==> config.mk <==
export PLATFORM = sky130hd
export DESIGN_NAME = ost_core
export DESIGN_NICKNAME = d
export VERILOG_FILES = /design/src/ost_pkg.sv /design/src/ost_core.sv
export SDC_FILE = /design/constraint.sdc
export NUM_CORES = 1
export LEC_CHECK = 0
export BUFFER_PORTS_ARGS = -buffer_cell sky130_fd_sc_hd__buf_2
export CAP_MARGIN = 30
export CORE_MARGIN = 2
export CORE_UTILIZATION = 45
export CTS_CLUSTER_SIZE = 28
export DETAILED_ROUTE_END_ITERATION = 12
export SYNTH_ARGS = -nofsm -noshare
export SYNTH_HDL_FRONTEND = slang
export SYNTH_SLANG_ARGS = --single-unit
export TNS_END_PERCENT = 30
==> constraint.sdc <==
create_clock -name mclk -period 6.45 [get_ports mclk]
set_input_delay 0.645 -clock mclk [delete_from_list [all_inputs] [get_ports mclk]]
set_output_delay 0.645 -clock mclk [all_outputs]
set_load 0.05 [all_outputs]
==> src/ost_pkg.sv <==
// constants, types and register layout for the oscillator status/tuning block
// assumes a byte-wide register port fed by the serial slave elsewhere in the chip
package ost_pkg;
	// byte register write request
	typedef struct packed {
		logic en;
		logic [7:0] addr;
		logic [7:0] data;
	} ost_wr_s;
	// device states, gray coded along the usual path
	typedef enum logic [2:0] {
		ST_BOOT = 3'h0, ST_READY = 3'h1, ST_UP = 3'h3, ST_ACTIVE = 3'h2,
		ST_TUNE = 3'h6, ST_DOWN = 3'h7, ST_RSTP = 3'h5, ST_RSTA = 3'h4
	} ost_state_e;
	// register byte addresses
	localparam logic [7:0] ADDR_INC_DIS = 8'h06;
	localparam logic [7:0] ADDR_UDRV = 8'h0B;
	localparam logic [7:0] ADDR_FREQ0 = 8'h0E; // msb, freq spans four bytes
	localparam logic [7:0] ADDR_FREQ3 = 8'h11;
	localparam logic [7:0] ADDR_CMD = 8'h12;
	localparam logic [7:0] ADDR_STAT = 8'h13;
	localparam logic [7:0] ADDR_KIND = 8'h14;
	localparam logic [7:0] ADDR_SHIFT = 8'h1B;
	localparam logic [7:0] ADDR_CTRL = 8'h1C;
	localparam logic [7:0] ADDR_DATA0 = 8'h1D; // msb of offset word
	localparam logic [7:0] ADDR_DATA3 = 8'h20; // offset low byte
	localparam logic [7:0] ADDR_ODIV = 8'h3C;
	localparam logic [7:0] ADDR_LPF_BW = 8'h41;
	localparam logic [7:0] ADDR_LPF_LIM = 8'h42;
	// status bits
	localparam int STAT_READY = 0;
	localparam int STAT_ACTIVE = 1;
	localparam int STAT_TUNE = 2;
	localparam int STAT_RST = 3;
	localparam int STAT_TRANS = 4;
	localparam int STAT_BUSY = 7;
	// tuning config fields
	localparam int CTRL_STREAM = 4;
	localparam int CTRL_REL = 5;
	localparam int CTRL_ENA = 6;
	localparam int CTRL_CLR = 7;
	localparam int UDRV_OE_STOP = 0;
	localparam int UDRV_RUN = 1;
	localparam int ODIV_OE_ENA = 0;
	localparam logic [4:0] SHIFT_MAX = 5'h18;
	// commands
	localparam logic [7:0] CMD_READY = 8'h01;
	localparam logic [7:0] CMD_ACTIVE = 8'h02;
	localparam logic [7:0] CMD_RST_SYS = 8'h04;
	localparam logic [7:0] CMD_RST_POR = 8'h05;
	localparam logic [7:0] CMD_APPLY = 8'h08; // bit0 forced, bit1 keep running
	localparam logic [7:0] CMD_REFRESH = 8'h0C;
	// reset values
	localparam logic [7:0] UDRV_RST = 8'h02;
	localparam logic [7:0] ODIV_RST = 8'h01;
	localparam logic [7:0] KIND_RST = 8'h01;
	localparam logic [31:0] FREQ_RST = 32'h4C8583B0;
	// offset scaling: 11.21 word, 2^20 units per 10^6 ppm
	localparam int OFFS_FRAC = 21;
	localparam int PPM_BITS = 20;
	localparam longint OFFS_LIM_PPM = 975;
	localparam logic signed [32:0] OFFS_LIM = 33'((OFFS_LIM_PPM << (OFFS_FRAC + PPM_BITS)) / 64'd1000000);
	// timing, ns figures and cycle counts at 25 ns
	localparam int CLK_NS = 25;
	localparam int ACCEPT_NS = 5000;
	localparam int PROC_NS = 1000;
	localparam int TRANS_NS = 1000;
	localparam int TUNE_NS = 5000;
	localparam int RST_NS = 1000;
	localparam int SETTLE_NS = 8000;
	localparam int ACCEPT_CYC = ACCEPT_NS / CLK_NS - 1;
	localparam int PROC_CYC = PROC_NS / CLK_NS;
	localparam int TRANS_CYC = TRANS_NS / CLK_NS;
	localparam int TUNE_CYC = TUNE_NS / CLK_NS;
	localparam int RST_CYC = RST_NS / CLK_NS;
	localparam int SETTLE_CYC = SETTLE_NS / CLK_NS;
endpackage : ost_pkg
==> src/ost_core.sv <==
// system state, output gating, center frequency apply and offset tuning path
// assumes registers arrive as byte writes and reads from an external serial slave
// What this block does
// - read-only status, zero during start up
// - busy bit spans apply/refresh processing
// - status codes for standby, active, tuning
// - transition codes carry bit 4
// - reset codes: bit 3, then bits 4+3
// - driver powered only when active
// - output enables from stop, run, divider gate
// - standby or zero driver kind powers down
// - apply sets center frequency, offset untouched
// - command byte write is the request moment
// - plain/forced apply hold output off
// - keep-running apply leaves output on
// - offset word is signed 11.21
// - offset clamped to 975 ppm either way
// - offset applied well under 8 us
// - input size 1..4 bytes, 0 means 4
// - left shift 0..24 bits
// - direct mode takes offset word bytes
// - stream mode uses low byte window
// - absolute mode uses input as offset
// - relative mode adds into accumulator
// - multi-byte words stored msb first
`timescale 1ns/1ps
module ost_core #(
	parameter int ACCEPT_LAT = ost_pkg::ACCEPT_CYC,
	parameter logic BOOT_ACTIVE = 1'b1
) (
	// clock and reset
	input wire logic mclk,
	input wire logic nrst,
	// byte register port
	input wire ost_pkg::ost_wr_s reg_wr,
	input wire logic [7:0] rd_addr,
	output logic [7:0] rd_data,
	// synthesizer controls
	output logic [31:0] center_freq,
	output logic [7:0] drv_kind,
	output logic driver_pwr,
	output logic clkp_oe,
	output logic clkm_oe,
	output logic addr_autoinc_off,
	// tuning offset
	output logic signed [31:0] freq_offset,
	output logic offset_upd
);
	import ost_pkg::*;

	ost_state_e st_r; // device state
	logic [15:0] st_cnt_r; // cycles left in timed state
	logic [7:0] cmd_r; // pending command, nonzero until accepted
	logic [15:0] lat_r; // acceptance delay
	logic busy_r; // apply/refresh processing
	logic [15:0] proc_r;
	logic hold_r; // output held off while tuning
	logic [31:0] ufreq_r; // user frequency, big endian bytes
	logic [7:0] ukind_r; // user driver kind
	logic [7:0] udrv_r, odiv_r, shift_r, ctrl_r, lpf_bw_r, lpf_lim_r;
	logic [31:0] data_r; // offset input word
	logic [31:0] asm_r; // streamed bytes
	logic [1:0] scnt_r; // streamed byte count
	logic fire_r; // offset input ready
	logic [31:0] raw_r;
	logic signed [31:0] acc_r; // internal offset accumulator
	logic [7:0] stat; // status byte
	logic wr_cmd, acc, start, apply_do, intr, reload, clr, lo_wr;
	logic [1:0] nb; // input bytes minus one
	logic [4:0] sh;
	logic signed [31:0] sx, shv;
	logic signed [32:0] sum, nv;
	logic pwr_nxt;

	// strobes from the register port
	assign wr_cmd = reg_wr.en && reg_wr.addr == ADDR_CMD;
	assign lo_wr = reg_wr.en && reg_wr.addr == ADDR_DATA3;
	assign clr = reg_wr.en && reg_wr.addr == ADDR_CTRL && reg_wr.data[CTRL_CLR];
	// accept once the delay ran out; a fresh write in that cycle wins
	assign acc = cmd_r != 8'h00 && lat_r == 16'h0000 && !wr_cmd;
	assign start = acc && (cmd_r[7:2] == CMD_APPLY[7:2] || cmd_r == CMD_REFRESH) && !busy_r;
	assign apply_do = start && cmd_r[7:2] == CMD_APPLY[7:2] && (cmd_r[0] || ufreq_r != center_freq || ukind_r != drv_kind);
	assign intr = acc && (cmd_r == CMD_READY || cmd_r == CMD_ACTIVE || cmd_r == CMD_RST_SYS || cmd_r == CMD_RST_POR);
	assign reload = st_r == ST_RSTP && st_cnt_r == 16'h0000;

	// command register: request counted from the write of its byte
	always_ff @(posedge mclk) begin
		if (!nrst || reload) begin
			cmd_r <= 8'h00;
			lat_r <= 16'h0000;
		end else if (wr_cmd) begin
			cmd_r <= reg_wr.data;
			lat_r <= 16'(ACCEPT_LAT);
		end else if (acc) begin
			cmd_r <= 8'h00;
		end else if (lat_r != 16'h0000) begin
			lat_r <= lat_r - 16'h0001;
		end
	end

	// device state machine; reset commands interrupt any state, state commands only active/tuning/power-up or standby/power-down
	always_ff @(posedge mclk) begin
		if (!nrst) begin
			st_r <= ST_BOOT;
			st_cnt_r <= 16'(RST_CYC);
		end else if (acc && (cmd_r == CMD_RST_SYS || cmd_r == CMD_RST_POR)) begin
			st_r <= ST_RSTA;
			st_cnt_r <= 16'(RST_CYC);
		end else if (acc && cmd_r == CMD_READY && (st_r == ST_ACTIVE || st_r == ST_TUNE || st_r == ST_UP)) begin
			st_r <= ST_DOWN;
			st_cnt_r <= 16'(TRANS_CYC);
		end else if (acc && cmd_r == CMD_ACTIVE && (st_r == ST_READY || st_r == ST_DOWN)) begin
			st_r <= ST_UP;
			st_cnt_r <= 16'(TRANS_CYC);
		end else if (apply_do && st_r == ST_ACTIVE) begin
			st_r <= ST_TUNE;
			st_cnt_r <= 16'(TUNE_CYC);
		end else if (st_cnt_r != 16'h0000) begin
			st_cnt_r <= st_cnt_r - 16'h0001;
		end else begin
			case (st_r)
				ST_BOOT: st_r <= BOOT_ACTIVE ? ST_ACTIVE : ST_READY;
				ST_UP, ST_TUNE: st_r <= ST_ACTIVE;
				ST_DOWN: st_r <= ST_READY;
				ST_RSTA: begin
					st_r <= ST_RSTP;
					st_cnt_r <= 16'(RST_CYC);
				end
				ST_RSTP: begin
					st_r <= ST_BOOT;
					st_cnt_r <= 16'(RST_CYC);
				end
				default: st_r <= st_r;
			endcase
		end
	end

	// busy flag; lasts through tuning, new apply/refresh ignored meanwhile
	always_ff @(posedge mclk) begin
		if (!nrst || reload) begin
			busy_r <= 1'b0;
			proc_r <= 16'h0000;
		end else if (start) begin
			busy_r <= 1'b1;
			proc_r <= 16'(PROC_CYC);
		end else if (intr) begin
			busy_r <= 1'b0;
			proc_r <= 16'h0000;
		end else if (proc_r != 16'h0000) begin
			proc_r <= proc_r - 16'h0001;
		end else if (st_r != ST_TUNE) begin
			busy_r <= 1'b0;
		end
	end

	// hold choice taken from the apply variant
	always_ff @(posedge mclk) begin
		if (!nrst) begin
			hold_r <= 1'b0;
		end else if (apply_do) begin
			hold_r <= !cmd_r[1];
		end
	end

	// applied frequency and driver kind; offset path is not touched
	always_ff @(posedge mclk) begin
		if (!nrst || reload) begin
			center_freq <= FREQ_RST;
			drv_kind <= KIND_RST;
		end else if (apply_do) begin
			center_freq <= ufreq_r;
			drv_kind <= ukind_r;
		end
	end

	// user frequency and kind: host writes, refresh copies current back
	always_ff @(posedge mclk) begin
		if (!nrst || reload) begin
			ufreq_r <= FREQ_RST;
			ukind_r <= KIND_RST;
		end else if (start && cmd_r == CMD_REFRESH) begin
			ufreq_r <= center_freq;
			ukind_r <= drv_kind;
		end else if (reg_wr.en && reg_wr.addr >= ADDR_FREQ0 && reg_wr.addr <= ADDR_FREQ3) begin
			// lowest address holds the most significant byte
			ufreq_r[8 * (3 - 32'(reg_wr.addr - ADDR_FREQ0)) +: 8] <= reg_wr.data;
		end else if (reg_wr.en && reg_wr.addr == ADDR_KIND) begin
			ukind_r <= reg_wr.data;
		end
	end

	// plain configuration registers, immediate effect
	always_ff @(posedge mclk) begin
		if (!nrst || reload) begin
			udrv_r <= UDRV_RST;
			odiv_r <= ODIV_RST;
			shift_r <= 8'h00;
			ctrl_r <= 8'h00;
			lpf_bw_r <= 8'h00;
			lpf_lim_r <= 8'h00;
			addr_autoinc_off <= 1'b0;
		end else if (reg_wr.en) begin
			if (reg_wr.addr == ADDR_UDRV) begin
				udrv_r <= reg_wr.data & 8'h03;
			end else if (reg_wr.addr == ADDR_ODIV) begin
				odiv_r <= reg_wr.data & 8'h01;
			end else if (reg_wr.addr == ADDR_SHIFT) begin
				shift_r <= reg_wr.data & 8'h1F;
			end else if (reg_wr.addr == ADDR_CTRL) begin
				ctrl_r <= reg_wr.data & 8'h77; // clear bit is write-one, never stored
			end else if (reg_wr.addr == ADDR_LPF_BW) begin
				lpf_bw_r <= reg_wr.data & 8'h07;
			end else if (reg_wr.addr == ADDR_LPF_LIM) begin
				lpf_lim_r <= reg_wr.data;
			end else if (reg_wr.addr == ADDR_INC_DIS) begin
				addr_autoinc_off <= reg_wr.data[0];
			end
		end
	end

	// driver power and output enables, registered
	assign pwr_nxt = (st_r == ST_ACTIVE || st_r == ST_TUNE) && drv_kind != 8'h00;
	always_ff @(posedge mclk) begin
		if (!nrst) begin
			driver_pwr <= 1'b0;
			clkp_oe <= 1'b0;
			clkm_oe <= 1'b0;
		end else begin
			driver_pwr <= pwr_nxt;
			// both outputs share one gate; per-pin disables are not modelled
			clkp_oe <= pwr_nxt && odiv_r[ODIV_OE_ENA] && !udrv_r[UDRV_OE_STOP] && udrv_r[UDRV_RUN]
				&& !(st_r == ST_TUNE && hold_r);
			clkm_oe <= pwr_nxt && odiv_r[ODIV_OE_ENA] && !udrv_r[UDRV_OE_STOP] && udrv_r[UDRV_RUN]
				&& !(st_r == ST_TUNE && hold_r);
		end
	end

	// offset input capture: direct word or streamed low-byte window
	always_ff @(posedge mclk) begin
		if (!nrst || reload) begin
			data_r <= 32'h00000000;
			asm_r <= 32'h00000000;
			scnt_r <= 2'h0;
			fire_r <= 1'b0;
			raw_r <= 32'h00000000;
		end else begin
			fire_r <= 1'b0;
			if (reg_wr.en && reg_wr.addr >= ADDR_DATA0 && reg_wr.addr <= ADDR_DATA3) begin
				data_r[8 * (3 - 32'(reg_wr.addr - ADDR_DATA0)) +: 8] <= reg_wr.data;
			end
			if (reg_wr.en && reg_wr.addr == ADDR_CTRL) begin
				scnt_r <= 2'h0; // restart byte framing on reconfiguration
			end else if (lo_wr && ctrl_r[CTRL_ENA]) begin
				if (!ctrl_r[CTRL_STREAM]) begin
					raw_r <= {data_r[31:8], reg_wr.data};
					fire_r <= 1'b1;
				end else begin
					asm_r <= {asm_r[23:0], reg_wr.data};
					if (scnt_r == nb) begin
						raw_r <= {asm_r[23:0], reg_wr.data};
						fire_r <= 1'b1;
						scnt_r <= 2'h0;
					end else begin
						scnt_r <= scnt_r + 2'h1;
					end
				end
			end
		end
	end

	// size, sign extension, shift and clamp
	always_comb begin
		nb = (ctrl_r[2:0] == 3'h1) ? 2'h0 : (ctrl_r[2:0] == 3'h2) ? 2'h1 : (ctrl_r[2:0] == 3'h3) ? 2'h2 : 2'h3;
		case (nb)
			2'h0: sx = {{24{raw_r[7]}}, raw_r[7:0]};
			2'h1: sx = {{16{raw_r[15]}}, raw_r[15:0]};
			2'h2: sx = {{8{raw_r[23]}}, raw_r[23:0]};
			default: sx = raw_r;
		endcase
		sh = (shift_r[4:0] > SHIFT_MAX) ? SHIFT_MAX : shift_r[4:0];
		shv = sx <<< sh;
		if (ctrl_r[CTRL_REL]) begin
			sum = {acc_r[31], acc_r} + {shv[31], shv};
		end else begin
			sum = {shv[31], shv};
		end
		if (sum > OFFS_LIM) begin
			nv = OFFS_LIM;
		end else if (sum < -OFFS_LIM) begin
			nv = -OFFS_LIM;
		end else begin
			nv = sum;
		end
	end

	// accumulator and applied offset, one cycle after capture
	always_ff @(posedge mclk) begin
		if (!nrst || reload) begin
			acc_r <= 32'sh00000000;
			freq_offset <= 32'sh00000000;
			offset_upd <= 1'b0;
		end else begin
			offset_upd <= fire_r;
			if (fire_r) begin
				acc_r <= nv[31:0];
				freq_offset <= nv[31:0];
			end else if (clr) begin
				acc_r <= 32'sh00000000;
			end
		end
	end

	// status byte from state and busy
	always_comb begin
		stat = 8'h00;
		case (st_r)
			ST_READY: stat[STAT_READY] = 1'b1;
			ST_ACTIVE: stat[STAT_ACTIVE] = 1'b1;
			ST_TUNE: stat = 8'h06;
			ST_UP: stat = 8'h11;
			ST_DOWN: stat = 8'h12;
			ST_RSTA: stat[STAT_RST] = 1'b1;
			ST_RSTP: stat = 8'h18;
			default: stat = 8'h00;
		endcase
		if (st_r != ST_RSTA && st_r != ST_RSTP && st_r != ST_BOOT) begin
			stat[STAT_BUSY] = busy_r;
		end
	end

	// registered read port; unmapped bytes read zero
	always_ff @(posedge mclk) begin
		if (!nrst) begin
			rd_data <= 8'h00;
		end else if (rd_addr == ADDR_STAT) begin
			rd_data <= stat;
		end else if (rd_addr == ADDR_CMD) begin
			rd_data <= cmd_r;
		end else if (rd_addr >= ADDR_FREQ0 && rd_addr <= ADDR_FREQ3) begin
			rd_data <= ufreq_r[8 * (3 - 32'(rd_addr - ADDR_FREQ0)) +: 8];
		end else if (rd_addr >= ADDR_DATA0 && rd_addr <= ADDR_DATA3) begin
			rd_data <= data_r[8 * (3 - 32'(rd_addr - ADDR_DATA0)) +: 8];
		end else if (rd_addr == ADDR_KIND) begin
			rd_data <= ukind_r;
		end else if (rd_addr == ADDR_UDRV) begin
			rd_data <= udrv_r;
		end else if (rd_addr == ADDR_ODIV) begin
			rd_data <= odiv_r;
		end else if (rd_addr == ADDR_SHIFT) begin
			rd_data <= shift_r;
		end else if (rd_addr == ADDR_CTRL) begin
			rd_data <= ctrl_r;
		end else if (rd_addr == ADDR_LPF_BW) begin
			rd_data <= lpf_bw_r;
		end else if (rd_addr == ADDR_LPF_LIM) begin
			rd_data <= lpf_lim_r;
		end else if (rd_addr == ADDR_INC_DIS) begin
			rd_data <= {7'h00, addr_autoinc_off};
		end else begin
			rd_data <= 8'h00;
		end
	end
endmodule : ost_core

Yosys cells after proc, flatten, opt, wreduce, memory -nomap -nowiden. Index checks and enable logic that the tools add are counted.

Flip-flop bits (word level): 333. Input port bits: 27. Output and inout bits: 85. Word-level logic and storage cells: 288.

$add $sub $neg: 15. Magnitude comparators: 11. Equality and inequality tests: 50. Shift operators: 7. Multiplexer cells: 61. Bitwise operators: 10. Reduce and logical (&&, ||, !) cells: 101.

Operator list (number): $mux 32 (8); $mux 8 (20); $pmux 32 s3 (1); $eq 8x5->1 const B (9); $neg 32->34 (2); $shift 8x34->32 const A (2); $shiftx 8x34->32 (2); $shiftx 32x33->8 (2); $bwmux 32 (2); $reduce_bool 16->1 (3); $sub 16x1->16 const B (3); $sub 3x9->10 const A (4); $logic_and 1x1->1 (35); $add 32x32->33 (1); $gt 33x32->1 const B (1); $lt 33x32->1 const B (1); $mux 33 (1); $eq 8x3->1 const B (4); $eq 8x7->1 const B (4); $logic_not 16->1 (2); $mux 16 (2); $ne 32x32->1 (1); $sshl 32x5->32 (1); $eq 8x4->1 const B (3); 50 further kinds (141).

Depth between registers and ports, before layout.
Word-level depth: 13. Gate-level depth with buffers: 26. Mapped depth without buffers: 21.

Worst setup path after synthesis. Ideal clock, no wire load.

Kind: reg2reg. From: register ctrl_r[1]. To: register freq_offset[4]. Setup time: 143 ps. Data arrival time: 4917 ps. Data required time: 6307 ps. Path slack: 1390 ps. Stages on the path, launching flop included: 23. Path buffers: 4. Period minus slack after synthesis: 5060 ps. Cell sequence: dfxtp_1 -> buf_6 -> and4bb_1 -> a211oi_1 -> a32oi_1 -> a311oi_1 -> nor3_1 -> a221o_1 -> ha_1 -> clkbuf_1 -> a21oi_1 -> o21ai_0 -> a311o_1 -> or3_1 -> o221a_2 -> o41ai_1 -> xnor2_1 -> or3_1 -> o31ai_2 -> or2_1 -> buf_2 -> buf_4 -> o211ai_1.

Cells in the longest elaborated chain, start to end: 12.

RTL lines: start, declared (line ost_core.sv:60) `logic [7:0] udrv_r, odiv_r, shift_r, ctrl_r, lpf_bw_r, lpf_lim_r;`; start signal, assigned (line ost_core.sv:210) `ctrl_r <= reg_wr.data & 8'h77;`; $eq 3x2->1 (line ost_core.sv:273) `nb = (ctrl_r[2:0] == 3'h1) ? 2'h0 : (ctrl_r[2:0] == 3'h2) ? 2'h1 : (ctrl_r[2:0] == 3'h3) ? 2'h2 : 2'h3;`; $mux 1 (line ost_core.sv:273); $mux 2 (line ost_core.sv:273); $mux 2 (*) (line ost_core.sv:273); $eq 2x2->1 (tied with other cells) (line ost_core.sv:274) `case (nb)`; $pmux 32 s3 (*) (line ost_core.sv:274); $sshl 32x5->32 (*) (line ost_core.sv:281) `shv = sx <<< sh;`; $add 32x32->33 (line ost_core.sv:283) `sum = {acc_r[31], acc_r} + {shv[31], shv};`; $mux 33 (*) (line ost_core.sv:282) `if (ctrl_r[CTRL_REL]) begin`; $lt 33x32->1 (line ost_core.sv:289) `end else if (sum < -OFFS_LIM) begin`; $mux 32 (line ost_core.sv:289); $mux 32 (*) (line ost_core.sv:287) `if (sum > OFFS_LIM) begin`; end signal, assigned (line ost_core.sv:306) `freq_offset <= nv[31:0];`; end, declared (line ost_core.sv:46) `output logic signed [31:0] freq_offset,`.

Every way passes the cells marked *; elsewhere a longest branch is shown, timed or not. A chain may end at the register's enable or synchronous reset.

Worst setup path after layout.
From: register ctrl_r[2]. To: register acc_r[8].

Cells in the longest elaborated chain, start to end: 13.

RTL lines: $eq 3x2->1 (line ost_core.sv:273); $mux 1 (line ost_core.sv:273); $mux 2 (line ost_core.sv:273); $mux 2 (*) (line ost_core.sv:273); $eq 2x2->1 (tied with other cells) (line ost_core.sv:274); $pmux 32 s3 (*) (line ost_core.sv:274); $sshl 32x5->32 (*) (line ost_core.sv:281); $add 32x32->33 (line ost_core.sv:283); $mux 33 (*) (line ost_core.sv:282); $lt 33x32->1 (line ost_core.sv:289); $mux 32 (line ost_core.sv:289); $mux 32 (*) (line ost_core.sv:287); $mux 32 (*) (line ost_core.sv:304) `if (fire_r) begin`; end signal, assigned (line ost_core.sv:305) `acc_r <= nv[31:0];`; end, declared (line ost_core.sv:66) `logic signed [31:0] acc_r;`.

Marked as above.

==> metrics.csv <==
stage,metric,value,unit
yosys,synth_async_sr_flop_share,0,%
setup_path,cp_max_fo,14,
drt,drc,0,
yosys,synth.distinct_cells,108,
layout,n_fill_cell,4558,
pwr,ir_drop,294,uV
sta,setup_viol,0,
yosys,synth-main-ff-cell,dfxtp_1,
min_path,hold_path_class,register to register,
die,die_h,224,um
clock_network,clkSinkCount,333,
yosys,synth_edf_count,0,
drt,drt_wl_total,78300,um
placement,gp_congestion,1.02,
yosys,ys_seq_elements,333,
pwr,cellPowerDensity,216,nW/um^2
grt,overflow,0,
layout,layout-drive-gt1-share,12.8,%
die,start_util,45.6,%
drt,detail-route-antenna-nets,0,
sta,slew_violations,0,
grt,antenna_found_initial,4,
sta,finClkSkew,0.0375,ns
layout,area_growth,13.2,%
clock_network,cts_buffers,38,
setup_path,reg2reg_to,acc_r[8],
clock_network,cts_tree,yes,
die,die_area,50200,um^2
sta,worst_pin_slew,1.07,ns
status,status,finished clean,
sta,maxSlewHeadroom,28.0,%
die,fp.dieW,224,um
layout,finish.instance_area,24700,um^2
setup_path,worst-endpoint-arrival,6.47,ns
pwr,power_leakage,9.84,nW
yosys,avgSynthCellArea,7.94,um^2
die,io_pins,112,
setup_path,r2r_slack,0.41,ns
sta,rsz0062_at_grt,false,
setup_path,rr_startpoint,ctrl_r[2],
yosys,synth_nets,2840,
drt,firstDrtPassIters,6,
die,rows,80,
yosys,synthCells,2746,
flow_run,drv_cap,0,
yosys,seq_area_frac_synth,30.6,%
setup_path,r2r_cells,20,
sta,holdWs,0.446,ns
grt,grt_start_max_net_pins,99,
die,core-area,47700,um^2
yosys,yosysWarningCount,0,
grt,grt_pass1_vias,20300,
sta,hold_viol_final,0,
setup_path,start_kind,register,
min_path,whs_path_depth,2,
min_path,holdPathEnd,freq_offset[6],
setup_path,worst-setup-path-type,register to register,
placement,portBuffers,111,
drt,drt-initial-drc-count,1805,
setup_path,critPathCaptureType,register,
sta,timing.fmax,165,MHz
grt,grt_pass1_wl,121000,um
drt,vias,21500,
clock_network,clockBufferDepth,3,
min_path,hp-start,freq_offset[6],
sta,fin_crit,6.04,ns
clock_network,clk_latency,0.58,ns
clock_network,cts_root_buf,clkbuf_16,
placement,postPlaceCellArea,23200,um^2
layout,nets,2899,
clock_network,ctsHtreeMaxLevel,2,
drt,viasPerCell,6.22,
clock_network,path_clk_slew,0.06,ns
sta,fin_tns_setup,0,ns
drt,wire_per_inst,22.7,um
setup_path,crit_required,6.88,ns
yosys,netlist_area,21800,um^2
sta,fin_crit_sh,93.7,%
placement,hpwl,58000,um
grt,track_usage,30.5,%
sequential cells by signal, summed over array words and instances (netlist names), 16 cells and up:
name         flops
acc_r           32
center_freq     32
data_r          32
freq_offset     32
raw_r           32
ufreq_r         32
asm_r           24
lat_r           16
proc_r          16
st_cnt_r        16
what timing repair did:
item | CTS | global route
setup buffers | 0 | 0
endpoints found under the hold margin | 0 | 0
gates resized for setup | 0 | 5
endpoints found under the setup margin | 0 | 60
hold buffers | 0 | 0
final cells by class:
| cell class | count | area [um^2] | area share, % |
|---|---|---|---|
| multi-input combinational | 2153 | 14100 | 57.1 |
| clock buffer | 48 | 1050 | 4.25 |
| tap | 615 | 769 | 3.12 |
| inverter | 62 | 233 | 0.944 |
| clock inverter | 22 | 415 | 1.68 |
| antenna | 1 | 2.50 | 0.0101 |
| sequential | 333 | 6670 | 27.0 |
| timing repair buffer | 217 | 1450 | 5.88 |
metrics by stage:
| step | cells | utilization (%) | setup WS (ns) | total power [mW] |
|---|---|---|---|---|
| 5_1_grt | 3450 | 51.7 | 0.0369 | 5.53 |
| 4_1_cts | 3449 | 51.6 | 0.215 | 5.37 |
| 3_5_place_dp | 3379 | 48.5 | 0.288 | 2.86 |
| 3_3_place_gp | 3376 | 48.4 | 0.341 | 2.84 |
| 6_report | 3451 | 51.7 | 0.405 | 5.33 |
| 2_1_floorplan | 2746 | - | 1.39 | 2.69 |
cells by family after synthesis:
logic type,Yosys count,synth area share [%]
buffers and inverters,260,5.00
AO/OA/AOI/OAI,713,22.6
multiplexers,191,9.87
XOR/XNOR,121,4.86
AND/OR/NAND/NOR,1061,23.2
flip-flops,333,30.6
adder cells (fa/ha/maj),67,3.88
worst max-delay path by stage:
stage / startpoint / end / slack, ns / cells past startpoint
detailed placement: ctrl_r[2] / freq_offset[6] / 0.29 / 21
CTS: ctrl_r[2] / freq_offset[6] / 0.21 / 21
finish: ctrl_r[2] / acc_r[8] / 0.41 / 20
global route: ctrl_r[2] / freq_offset[0] / 0.04 / 22
global placement: ctrl_r[1] / acc_r[6] / 0.34 / 20
floorplan: ctrl_r[1] / freq_offset[4] / 1.39 / 22
worst max-delay path, stage by stage (launching register included):
cell and delay, ns:
dfxtp_2 0.41, buf_4 0.21, or3b_1 0.56, a211oi_1 0.34, o22ai_1 0.19, a2111o_1 0.57
o21ba_2 0.28, ha_1 0.39, o21ai_0 0.15, a21oi_1 0.26, a21oi_1 0.13, a211oi_2 0.52
nor2_1 0.17, xor2_1 0.18, a22o_1 0.23, or4_4 0.50, o31ai_4 0.28, a21oi_2 0.13
buf_4 0.20, o21ai_1 0.11, nand2_1 0.08
metal layers:
layer | up-vias | global-route usage, % | wire length [um]
met4 | 2 | 10.3 | 2510
met2 | 726 | 50.4 | 36100
met3 | 148 | 4.17 | 4790
met5 | - | 0 | 10
met1 | 10400 | 41.0 | 34900
li1 | 10200 | - | -
power by group:
part           leakage [nW]  internal (mW)  switching, mW
Sequential             2.69           2.12         0.0612
Combinational          6.44          0.249          0.387
Clock                 0.705           1.57          0.937
Total                  9.84           3.94           1.39
placed cells by master, fill, tap and decap left out, types with 66 or more instances in the layout:
cell type  count
nor2_1       295
xnor2_1       79
buf_2        111
dfxtp_1      329
a21oi_1      172
ha_1          66
nand3_1       84
o21ai_0      100
nand2_1      338
mux2i_1      162
buf_4         97
synthesized netlist by cell type, drive strengths merged, types with 61 or more instances:
library cell	number	area, um^2
mux2i	162	1620
clkbuf	135	507
nor3	65	325
xnor2	79	692
buf	63	349
nand2	339	1270
nand3	85	430
a21oi	174	875
a211oi	70	551
o21ai	117	589
nor2	296	1110
ha	66	826
inv	61	229
dfxtp	333	6670
Note: power is estimated with default switching activity, not from simulation.
